### config.mk
export PLATFORM = sky130hd
export DESIGN_NAME = adc_config_register_bank
export DESIGN_NICKNAME = d
export VERILOG_FILES = /design/src/common/adc_cfg_pkg.sv /design/src/rtl/adc_config_register_bank.sv
export SDC_FILE = /design/constraint.sdc
export NUM_CORES = 1
export LEC_CHECK = 0
export ABC_CLOCK_PERIOD_IN_PS = 2000
export BUFFER_PORTS_ARGS = -buffer_cell sky130_fd_sc_hd__buf_2
export CAP_MARGIN = 30
export CORE_UTILIZATION = 51
export CTS_CLUSTER_SIZE = 40
export DETAILED_ROUTE_END_ITERATION = 6
export GPL_ROUTABILITY_DRIVEN = 0
export PLACE_DENSITY = 0.83
export SYNTH_ARGS = -nofsm -noshare
export SYNTH_HDL_FRONTEND = slang
export SYNTH_SLANG_ARGS = --single-unit
### constraint.sdc
create_clock -name core_clk_i -period 2 [get_ports core_clk_i]
set_clock_uncertainty 0.15 [all_clocks]
set_input_delay 0.2 -clock core_clk_i [delete_from_list [all_inputs] [get_ports core_clk_i]]
set_output_delay 0.2 -clock core_clk_i [all_outputs]
set_load 0.02 [all_outputs]
### src/common/adc_cfg_pkg.sv
/*
 Constants, register map and carrier types for the converter configuration bank.
 Assumes a serial host running frames of an 8-bit address word and a 16-bit data word.
*/
// Operation
// - bit 15 of reg 0 picks shared data pin or separate read-out pin.
// - bit 14 of reg 0 passes only every second sample, halving output rate.
// - with decimation off every converted sample is output at full rate.
// - bit 12 of reg 0 picks low or high pass, effective only with decimation.
// - bit 15 of reg 1 turns interleaving correction on; resets to 0.
// - bit 3 of reg 1 selects two's complement or offset binary output.
// - overload flag follows the overload condition by exactly 12 clocks.
// - reg 2 bits 10..7 set the overload trip level in sixteenths of full scale.
// - after any reset the trip level field holds 15.
// - bit 14 of reg 3 resets to 1; writing 0 starts the trim loop.
// - one write updates every field of the addressed register together.
// - each frame is an 8-bit address word then a 16-bit data word.
// - address bit 7 set means read, clear means write; bits 6..0 select register.
// - writing reg 0x2C restores all defaults, and that register reads 0.
package adc_cfg_pkg;

	// ==========================================================
	// frame layout
	localparam int ADDR_BITS = 8;
	localparam int DATA_BITS = 16;
	localparam int BIT_RW    = 7;
	localparam int SAMPLE_W  = 12;
	localparam int TEMP_W    = 9;
	localparam int OVR_LATENCY = 12;

	// ==========================================================
	// register offsets
	localparam int NUM_RW = 10;
	localparam logic [6:0] OFS_TEMP       = 7'h2B;
	localparam logic [6:0] OFS_SOFT_RESET = 7'h2C;
	localparam logic [6:0] RW_OFS [NUM_RW] = '{7'h00, 7'h01, 7'h02, 7'h03, 7'h0E,
		7'h0F, 7'h37, 7'h38, 7'h3A, 7'h66};
	localparam logic [15:0] RW_MASK [NUM_RW] = '{16'hD000, 16'h800A, 16'h0780, 16'h4000,
		16'hFFFC, 16'hF070, 16'hC000, 16'hFFF0, 16'hFFFF, 16'hFFFF};
	localparam logic [15:0] RW_FIXED1 [NUM_RW] = '{16'h0000, 16'h0000, 16'h0000, 16'h0B18,
		16'h0000, 16'h0000, 16'h0000, 16'h0000, 16'h0000, 16'h0000};
	localparam logic [15:0] RW_RESET [NUM_RW] = '{16'h0000, 16'h0000, 16'h0780, 16'h4B18,
		16'hAAA8, 16'hA000, 16'h0000, 16'hFFF0, 16'h0000, 16'h0000};
	localparam int IDX_PORT   = 0;
	localparam int IDX_CORR   = 1;
	localparam int IDX_OVR    = 2;
	localparam int IDX_TRIM   = 3;
	localparam int IDX_ALIGNA = 4;
	localparam int IDX_ALIGNB = 5;
	localparam int IDX_LOWPWR = 6;
	localparam int IDX_BIAS   = 7;
	localparam int IDX_DRIVER = 8;
	localparam int IDX_BUSEN  = 9;

	// ==========================================================
	// field positions
	localparam int BIT_FOUR_WIRE  = 15;
	localparam int BIT_DECIM_EN   = 14;
	localparam int BIT_BAND_SEL   = 12;
	localparam int BIT_FIX_ON     = 15;
	localparam int BIT_OFFSET_BIN = 3;
	localparam int BIT_PERF_ONE   = 1;
	localparam int THR_LSB        = 7;
	localparam int THR_MSB        = 10;
	localparam int BIT_TRIM_KICK  = 14;

	// ==========================================================
	// types
	typedef enum logic [1:0] {
		SER_IDLE = 2'b00,
		SER_ADDR = 2'b01,
		SER_DATA = 2'b10,
		SER_DONE = 2'b11
	} serial_state_type;

	typedef struct packed {
		logic        four_wire;
		logic        decim_en;
		logic        filter_band_select;
		logic        interleave_fix_on;
		logic        offset_binary;
		logic        perf_tuning_bit_one;
		logic [3:0]  ovr_threshold;
		logic        trim_loop_kick;
		logic [15:0] align_source_a;
		logic [15:0] align_source_and_reference;
		logic [15:0] low_power_select;
		logic [15:0] bias_and_input_buffer_ctrl;
		logic [15:0] output_driver_ctrl;
		logic [15:0] output_bus_enable;
	} cfg_type;

endpackage

### src/rtl/adc_config_register_bank.sv
/*
 Serial-programmed configuration bank plus the small datapath it steers:
 decimation gate, output coding and delayed overload flag.
 Assumes serial pins far slower than core_clk_i (at most one quarter of its rate)
 and samples arriving on core_clk_i.
*/
`timescale 1ns/1ps
module adc_config_register_bank
	import adc_cfg_pkg::*;
(
	input  wire logic                core_clk_i,                 // 40 MHz core clock
	input  wire logic                rst_n_i,                    // async reset, active low
	input  wire logic                sclk_i,                     // serial clock pin
	input  wire logic                serial_select_n_i,          // frame select pin, low active
	input  wire logic                sdio_i,                     // data pin input
	output logic                     sdio_o,                     // data pin output value
	output logic                     sdio_oe_n_o,                // data pin enable, low drives
	output logic                     serial_read_out_pin_o,      // read-out pin value
	output logic                     serial_read_out_pin_oe_n_o, // read-out enable, low drives
	input  wire logic [TEMP_W-1:0]   temp_code_i,                // temperature sensor code
	input  wire logic                sample_valid_i,             // converted sample strobe
	input  wire logic [SAMPLE_W-1:0] sample_data_i,              // two's complement sample
	output logic                     out_valid_o,                // output sample strobe
	output logic [SAMPLE_W-1:0]      out_data_o,                 // output sample word
	output logic                     overload_flag_o,            // delayed overload flag
	output cfg_type                  cfg_o                       // decoded configuration
);

	// ==========================================================
	// pin synchronisers: sclk, select, data in
	logic [2:0] pin_meta_reg, pin_meta_next;
	logic [2:0] pin_sync_reg, pin_sync_next;
	logic [2:0] pin_dly_reg,  pin_dly_next;

	always_comb
	begin
		pin_meta_next = {sdio_i, serial_select_n_i, sclk_i};
		pin_sync_next = pin_meta_reg;
		pin_dly_next  = pin_sync_reg;
	end

	always_ff @(posedge core_clk_i or negedge rst_n_i)
	begin
		if (!rst_n_i)
		begin
			pin_meta_reg <= 3'h6;
			pin_sync_reg <= 3'h6;
			pin_dly_reg  <= 3'h6;
		end
		else
		begin
			pin_meta_reg <= pin_meta_next;
			pin_sync_reg <= pin_sync_next;
			pin_dly_reg  <= pin_dly_next;
		end
	end

	logic sclk_rise, sclk_fall, sel_n, sdi;
	assign sclk_rise = pin_sync_reg[0] & ~pin_dly_reg[0];
	assign sclk_fall = ~pin_sync_reg[0] & pin_dly_reg[0];
	assign sel_n     = pin_sync_reg[1];
	assign sdi       = pin_sync_reg[2];

	// ==========================================================
	// register storage
	logic [15:0] bank_reg [NUM_RW], bank_next [NUM_RW];
	logic        commit_stb_reg;
	logic [6:0]  commit_addr_reg;
	logic [15:0] commit_data_reg;
	logic        soft_reset;

	assign soft_reset = commit_stb_reg && (commit_addr_reg == OFS_SOFT_RESET);
	genvar gi;
	generate
		for (gi = 0; gi < NUM_RW; gi++)
		begin : g_bank
			always_comb
			begin
				bank_next[gi] = bank_reg[gi];
				if (soft_reset)
					bank_next[gi] = RW_RESET[gi];
				else if (commit_stb_reg && (commit_addr_reg == RW_OFS[gi]))
					bank_next[gi] = (commit_data_reg & RW_MASK[gi]) | RW_FIXED1[gi];
			end
			always_ff @(posedge core_clk_i or negedge rst_n_i)
			begin
				if (!rst_n_i)
					bank_reg[gi] <= RW_RESET[gi];
				else
					bank_reg[gi] <= bank_next[gi];
			end

		end
	endgenerate

	// ==========================================================
	// configuration decode
	always_comb
	begin
		cfg_o                            = '0;
		cfg_o.four_wire                  = bank_reg[IDX_PORT][BIT_FOUR_WIRE];
		cfg_o.decim_en                   = bank_reg[IDX_PORT][BIT_DECIM_EN];
		// the band bit means nothing until the filter is in the path
		cfg_o.filter_band_select         = bank_reg[IDX_PORT][BIT_BAND_SEL]
			& bank_reg[IDX_PORT][BIT_DECIM_EN];
		cfg_o.interleave_fix_on          = bank_reg[IDX_CORR][BIT_FIX_ON];
		cfg_o.offset_binary              = bank_reg[IDX_CORR][BIT_OFFSET_BIN];
		cfg_o.perf_tuning_bit_one        = bank_reg[IDX_CORR][BIT_PERF_ONE];
		cfg_o.ovr_threshold              = bank_reg[IDX_OVR][THR_MSB:THR_LSB];
		cfg_o.trim_loop_kick             = bank_reg[IDX_TRIM][BIT_TRIM_KICK];
		cfg_o.align_source_a             = bank_reg[IDX_ALIGNA];
		cfg_o.align_source_and_reference = bank_reg[IDX_ALIGNB];
		cfg_o.low_power_select           = bank_reg[IDX_LOWPWR];
		cfg_o.bias_and_input_buffer_ctrl = bank_reg[IDX_BIAS];
		cfg_o.output_driver_ctrl         = bank_reg[IDX_DRIVER];
		cfg_o.output_bus_enable          = bank_reg[IDX_BUSEN];
	end

	// ==========================================================
	// serial frame engine
	serial_state_type state_reg, state_next;
	logic [3:0]  cnt_reg, cnt_next;
	logic [15:0] shift_in_reg, shift_in_next;
	logic [6:0]  addr_reg, addr_next;
	logic        rw_reg, rw_next;
	logic        load_pend_reg, load_pend_next;
	logic [15:0] out_shift_reg, out_shift_next;
	logic        drive_reg, drive_next;
	logic        commit_stb_next;
	logic [6:0]  commit_addr_next;
	logic [15:0] commit_data_next;
	logic [15:0] rd_word;
	always_comb
	begin
		rd_word = 16'h0000; // unmapped and soft reset read as zero
		if (addr_reg == OFS_TEMP)
			rd_word = {{(DATA_BITS - TEMP_W){1'b0}}, temp_code_i};
		for (int i = 0; i < NUM_RW; i++)
			if (addr_reg == RW_OFS[i])
				rd_word = bank_reg[i];
	end
	always_comb
	begin
		state_next       = state_reg;
		cnt_next         = cnt_reg;
		shift_in_next    = shift_in_reg;
		addr_next        = addr_reg;
		rw_next          = rw_reg;
		load_pend_next   = load_pend_reg;
		out_shift_next   = out_shift_reg;
		drive_next       = drive_reg;
		commit_stb_next  = 1'b0;
		commit_addr_next = commit_addr_reg;
		commit_data_next = commit_data_reg;
		if (sel_n)
		begin
			// a frame cut short by the select rising is dropped whole
			state_next     = SER_IDLE;
			drive_next     = 1'b0;
			load_pend_next = 1'b0;
		end
		else
		begin
			case (state_reg)
				SER_IDLE:
				begin
					state_next = SER_ADDR;
					cnt_next   = 4'h0;
				end
				SER_ADDR:
					if (sclk_rise)
					begin
						shift_in_next = {shift_in_reg[14:0], sdi};
						cnt_next      = cnt_reg + 4'h1;
						if (cnt_reg == 4'(ADDR_BITS - 1))
						begin
							rw_next        = shift_in_reg[BIT_RW - 1];
							addr_next      = {shift_in_reg[5:0], sdi};
							load_pend_next = shift_in_reg[BIT_RW - 1];
							cnt_next       = 4'h0;
							state_next     = SER_DATA;
						end
					end
				SER_DATA:
				begin
					if (sclk_fall && rw_reg)
					begin
						if (load_pend_reg)
						begin
							out_shift_next = rd_word;
							load_pend_next = 1'b0;
							drive_next     = 1'b1;
						end
						else
							out_shift_next = {out_shift_reg[14:0], 1'b0};
					end
					if (sclk_rise)
					begin
						shift_in_next = {shift_in_reg[14:0], sdi};
						cnt_next      = cnt_reg + 4'h1;
						if (cnt_reg == 4'(DATA_BITS - 1))
						begin
							state_next       = SER_DONE;
							commit_stb_next  = !rw_reg;
							commit_addr_next = addr_reg;
							commit_data_next = {shift_in_reg[14:0], sdi};
						end
					end
				end
				SER_DONE:
					state_next = SER_DONE;
				default:
					state_next = SER_IDLE;
			endcase
		end
	end

	always_ff @(posedge core_clk_i or negedge rst_n_i)
	begin
		if (!rst_n_i)
		begin
			state_reg       <= SER_IDLE;
			cnt_reg         <= 4'h0;
			shift_in_reg    <= 16'h0000;
			addr_reg        <= 7'h00;
			rw_reg          <= 1'b0;
			load_pend_reg   <= 1'b0;
			out_shift_reg   <= 16'h0000;
			drive_reg       <= 1'b0;
			commit_stb_reg  <= 1'b0;
			commit_addr_reg <= 7'h00;
			commit_data_reg <= 16'h0000;
		end
		else
		begin
			state_reg       <= state_next;
			cnt_reg         <= cnt_next;
			shift_in_reg    <= shift_in_next;
			addr_reg        <= addr_next;
			rw_reg          <= rw_next;
			load_pend_reg   <= load_pend_next;
			out_shift_reg   <= out_shift_next;
			drive_reg       <= drive_next;
			commit_stb_reg  <= commit_stb_next;
			commit_addr_reg <= commit_addr_next;
			commit_data_reg <= commit_data_next;
		end
	end

	assign sdio_o                     = out_shift_reg[15];
	assign serial_read_out_pin_o      = out_shift_reg[15];
	assign sdio_oe_n_o                = !(drive_reg && !cfg_o.four_wire);
	assign serial_read_out_pin_oe_n_o = !(drive_reg && cfg_o.four_wire);

	// ==========================================================
	// sample path: decimation gate, coding, overload delay
	logic                   phase_reg, phase_next;
	logic                   out_valid_reg, out_valid_next;
	logic [SAMPLE_W-1:0]    out_data_reg, out_data_next;
	logic [OVR_LATENCY-1:0] ovr_pipe_reg, ovr_pipe_next;
	logic [SAMPLE_W-2:0]    magnitude;
	logic                   ovr_cond;
	always_comb
	begin
		// one's complement magnitude keeps the compare free of an adder
		magnitude = sample_data_i[SAMPLE_W-1] ? ~sample_data_i[SAMPLE_W-2:0]
			: sample_data_i[SAMPLE_W-2:0];
		ovr_cond  = sample_valid_i
			&& (magnitude[SAMPLE_W-2 -: 4] >= cfg_o.ovr_threshold);
		ovr_pipe_next  = {ovr_pipe_reg[OVR_LATENCY-2:0], ovr_cond};
		phase_next     = cfg_o.decim_en ? (phase_reg ^ sample_valid_i) : 1'b0;
		out_valid_next = sample_valid_i && (!cfg_o.decim_en || phase_reg);
		out_data_next  = out_data_reg;
		if (out_valid_next)
			out_data_next = {sample_data_i[SAMPLE_W-1] ^ cfg_o.offset_binary,
				sample_data_i[SAMPLE_W-2:0]};
	end

	always_ff @(posedge core_clk_i or negedge rst_n_i)
	begin
		if (!rst_n_i)
		begin
			phase_reg     <= 1'b0;
			out_valid_reg <= 1'b0;
			out_data_reg  <= '0;
			ovr_pipe_reg  <= '0;
		end
		else
		begin
			phase_reg     <= phase_next;
			out_valid_reg <= out_valid_next;
			out_data_reg  <= out_data_next;
			ovr_pipe_reg  <= ovr_pipe_next;
		end
	end

	assign out_valid_o     = out_valid_reg;
	assign out_data_o      = out_data_reg;
	assign overload_flag_o = ovr_pipe_reg[OVR_LATENCY-1];
endmodule

==> flow_metrics.py <==
metrics = {
    "global_route": {
        "grtUsageTotal_pct": 28.3,
        "grt-ovfl-total": 0,
        "antenna_found_initial": 0,
        "grt_max_degree": 55,
        "grt_pass1_vias": 7227,
        "grt_first_pass_wirelength_um": 39600,
    },
    "clocking": {
        "cts_tree": "done",
        "cts_made_buffers": 17,
        "insertion_delay_ns": 0.44,
        "cts-htree-levels": 4,
        "clk_path_buf_depth": 2,
        "cts.sinks": 182,
        "clock-root-buffer": "clkbuf_16",
        "clk_pin_slew_ns": 0.07,
    },
    "cells_and_area": {
        "area_growth_pct": 16.8,
        "final_common_cell": "dfrtp_1",
        "fill_cells": 1315,
        "fin_area_um2": 10900,
        "largest_reg_flops": 77,
        "layout-drive-gt1-share_pct": 33.2,
        "layout_common_cells": "dfrtp_1, nand2_1, buf_2",
        "layoutNonFillerInstCount": 1265,
        "diodes": 0,
        "nets": 1063,
    },
    "logic_synthesis": {
        "synthCells": 924,
        "syn-cell-area_um2": 9290,
        "synthFlopType": "dfrtp_1",
        "ys_async_sr_fraction_pct": 100,
        "synth.distinct_cells": 70,
        "synth_seq_cells": 182,
        "synth_edf_count": 0,
        "ys_warn_count": 0,
        "synth_area_per_cell_um2": 10.1,
        "synth-seq-area-share_pct": 49.4,
    },
    "hold_path": {
        "min-delay-path-class": "primary input to flop",
    },
    "detailed_routing": {
        "routed_wl_um": 25700,
        "first_pass_iters": 5,
        "drcViolationCount": 0,
        "vias": 7444,
        "vias_per_cell": 5.88,
        "drtIter0Drc": 806,
        "ant_nets": 0,
        "wire_per_inst_um": 20.3,
    },
    "worst_setup_path": {
        "critPathCaptureType": "flop",
        "rrSetupSlack_ns": -0.03,
        "cp_max_fo": 6,
        "reg2reg_from": "state_reg[0]$_DFFE_PN0P_",
        "critPathKind": "flop to flop",
        "crit_path_end": "out_shift_reg[9]$_DFFE_PN0P_",
        "worstPathRequired_ns": 2.19,
        "reg2reg_to": "out_shift_reg[9]$_DFFE_PN0P_",
        "timing.critical_path.from": "state_reg[0]$_DFFE_PN0P_",
        "worst_setup_path_start_kind": "flop",
        "ff2ff_path_depth": 8,
        "crit_arrival_ns": 2.22,
    },
    "job": {
        "cap_violations": 0,
    },
    "floorplan": {
        "coreArea_um2": 17500,
        "rows": 48,
        "die_w_um": 137,
        "initial_utilization_pct": 53.0,
        "die_h_um": 137,
        "die_area_um2": 18800,
        "num_io_pins": 152,
    },
    "timing": {
        "setup-violations-final": 2,
        "relSlewSlack_pct": 61.9,
        "drv_slew": 0,
        "fmaxAchievable_mhz": 493,
        "layout_min_cycle_time_ns": 2.03,
        "period_share_pct": 101,
        "rsz0062_at_grt": "true",
        "hold_viol_final": 0,
        "worst_pin_slew_ns": 0.572,
        "hold_slack_ns": 0.0349,
        "worst_slack_ns": -0.0266,
    },
    "power": {
        "p_leak_nw": 5.38,
        "power_density_nw_per_um2": 742,
        "ir_drop_uv": 634,
    },
    "outcome": {
        "failed_checks": "negative setup slack",
        "status": "complete, but fails checks",
    },
    "place": {
        "io_buffers": 122,
        "hpwl_um": 17800,
        "dp_cells": 1208,
        "post_dp_cell_area_um2": 9860,
    },
}
layout make-up:
type | count | area (um^2) | area share (%)
multi-input cells | 593 | 3830 | 35.3
well taps | 225 | 282 | 2.59
clock buffers | 22 | 464 | 4.28
repair buffers | 212 | 1500 | 13.8
flip-flops and latches | 182 | 4590 | 42.3
inverters | 21 | 81.3 | 0.750
clock inverters | 10 | 96.3 | 0.888
repair_timing:
action | 4_1_cts | 5_1_grt
hold buffers | 17 | 0
hold endpoints to repair | 123 | 0
pin swaps | 2 | 5
resized for setup | 6 | 37
gates cloned | 2 | 0
endpoints found under the setup margin | 6 | 42
buffers inserted | 2 | 4
worst min-delay path by stage:
stage | cells past startpoint | slack (ns) | endpoint | start
floorplan | 0 | -0.25 | addr_reg[0]$_DFFE_PN0P_ | rst_n_i
global placement | 1 | 0.04 | cfg_o[5]$_DFFE_PN0P_ | rst_n_i
detailed placement | 1 | 0.05 | out_shift_reg[3]$_DFFE_PN0P_ | rst_n_i
CTS | 4 | 0.02 | out_shift_reg[0]$_DFFE_PN0P_ | temp_code_i[0]
global route | 4 | 0.05 | out_shift_reg[0]$_DFFE_PN0P_ | temp_code_i[0]
finish | 4 | 0.03 | out_shift_reg[0]$_DFFE_PN0P_ | temp_code_i[0]
per-layer routing:
layer  share of wire, %  track usage, %
met5                  0               0
met3                9.1            7.59
met1                 37            34.9
met4                4.2            15.3
met2                 49            45.1
per-stage QoR:
step           setup slack, ns  util, %  total power, mW  TNS [ns]
6_report               -0.0266     61.9             8.05   -0.0361
3_3_place_gp            0.0588     56.3             4.65         0
2_1_floorplan         -0.00195        -             4.41  -0.00195
5_1_grt                -0.0768     61.9             8.32    -0.455
3_5_place_dp           -0.0596     56.3             4.69    -0.112
4_1_cts                0.00895     61.0             7.97         0
kinds of logic after synthesis:
logic type                 count (synthesis)  synth area share, %
muxes                                     91                 10.4
buffers and inverters                    177                 11.9
and+or+nand+nor                          321                 16.7
DFF                                      182                 49.4
adders and majority gates                  9                 1.21
AOI/OAI and AO/OA                        137                 9.67
other                                      1               0.0404
xor gates and xnor gates                   6                0.566
report_power, final:
part	internal [mW]	leakage [nW]	switching [mW]
logic	0.367	2.77	0.488
registers	3.83	2.34	0.124
clock network	1.79	0.275	1.45
synth_stat cells (all sizes together) (16+ instances only):
master / count / area (um^2)
dfrtp: 152 / 3800
nand2: 127 / 477
buf: 125 / 913
nor2: 79 / 307
mux2: 47 / 529
mux2i: 44 / 440
a21oi: 43 / 215
nand3: 32 / 160
clkbuf: 31 / 116
dfstp: 30 / 788
o21ai: 25 / 125
inv: 21 / 78.8
nor3: 16 / 111
worst max-delay path, cell delays in order, from the launching register on:
cell,delay (ns)
dfrtp_1,0.40
inv_2,0.09
ha_4,0.15
inv_4,0.05
or3_4,0.44
buf_12,0.17
nor2_4,0.15
o221ai_2,0.12
o31ai_1,0.21
No activity file was read; power rests on OpenSTA's default activity.
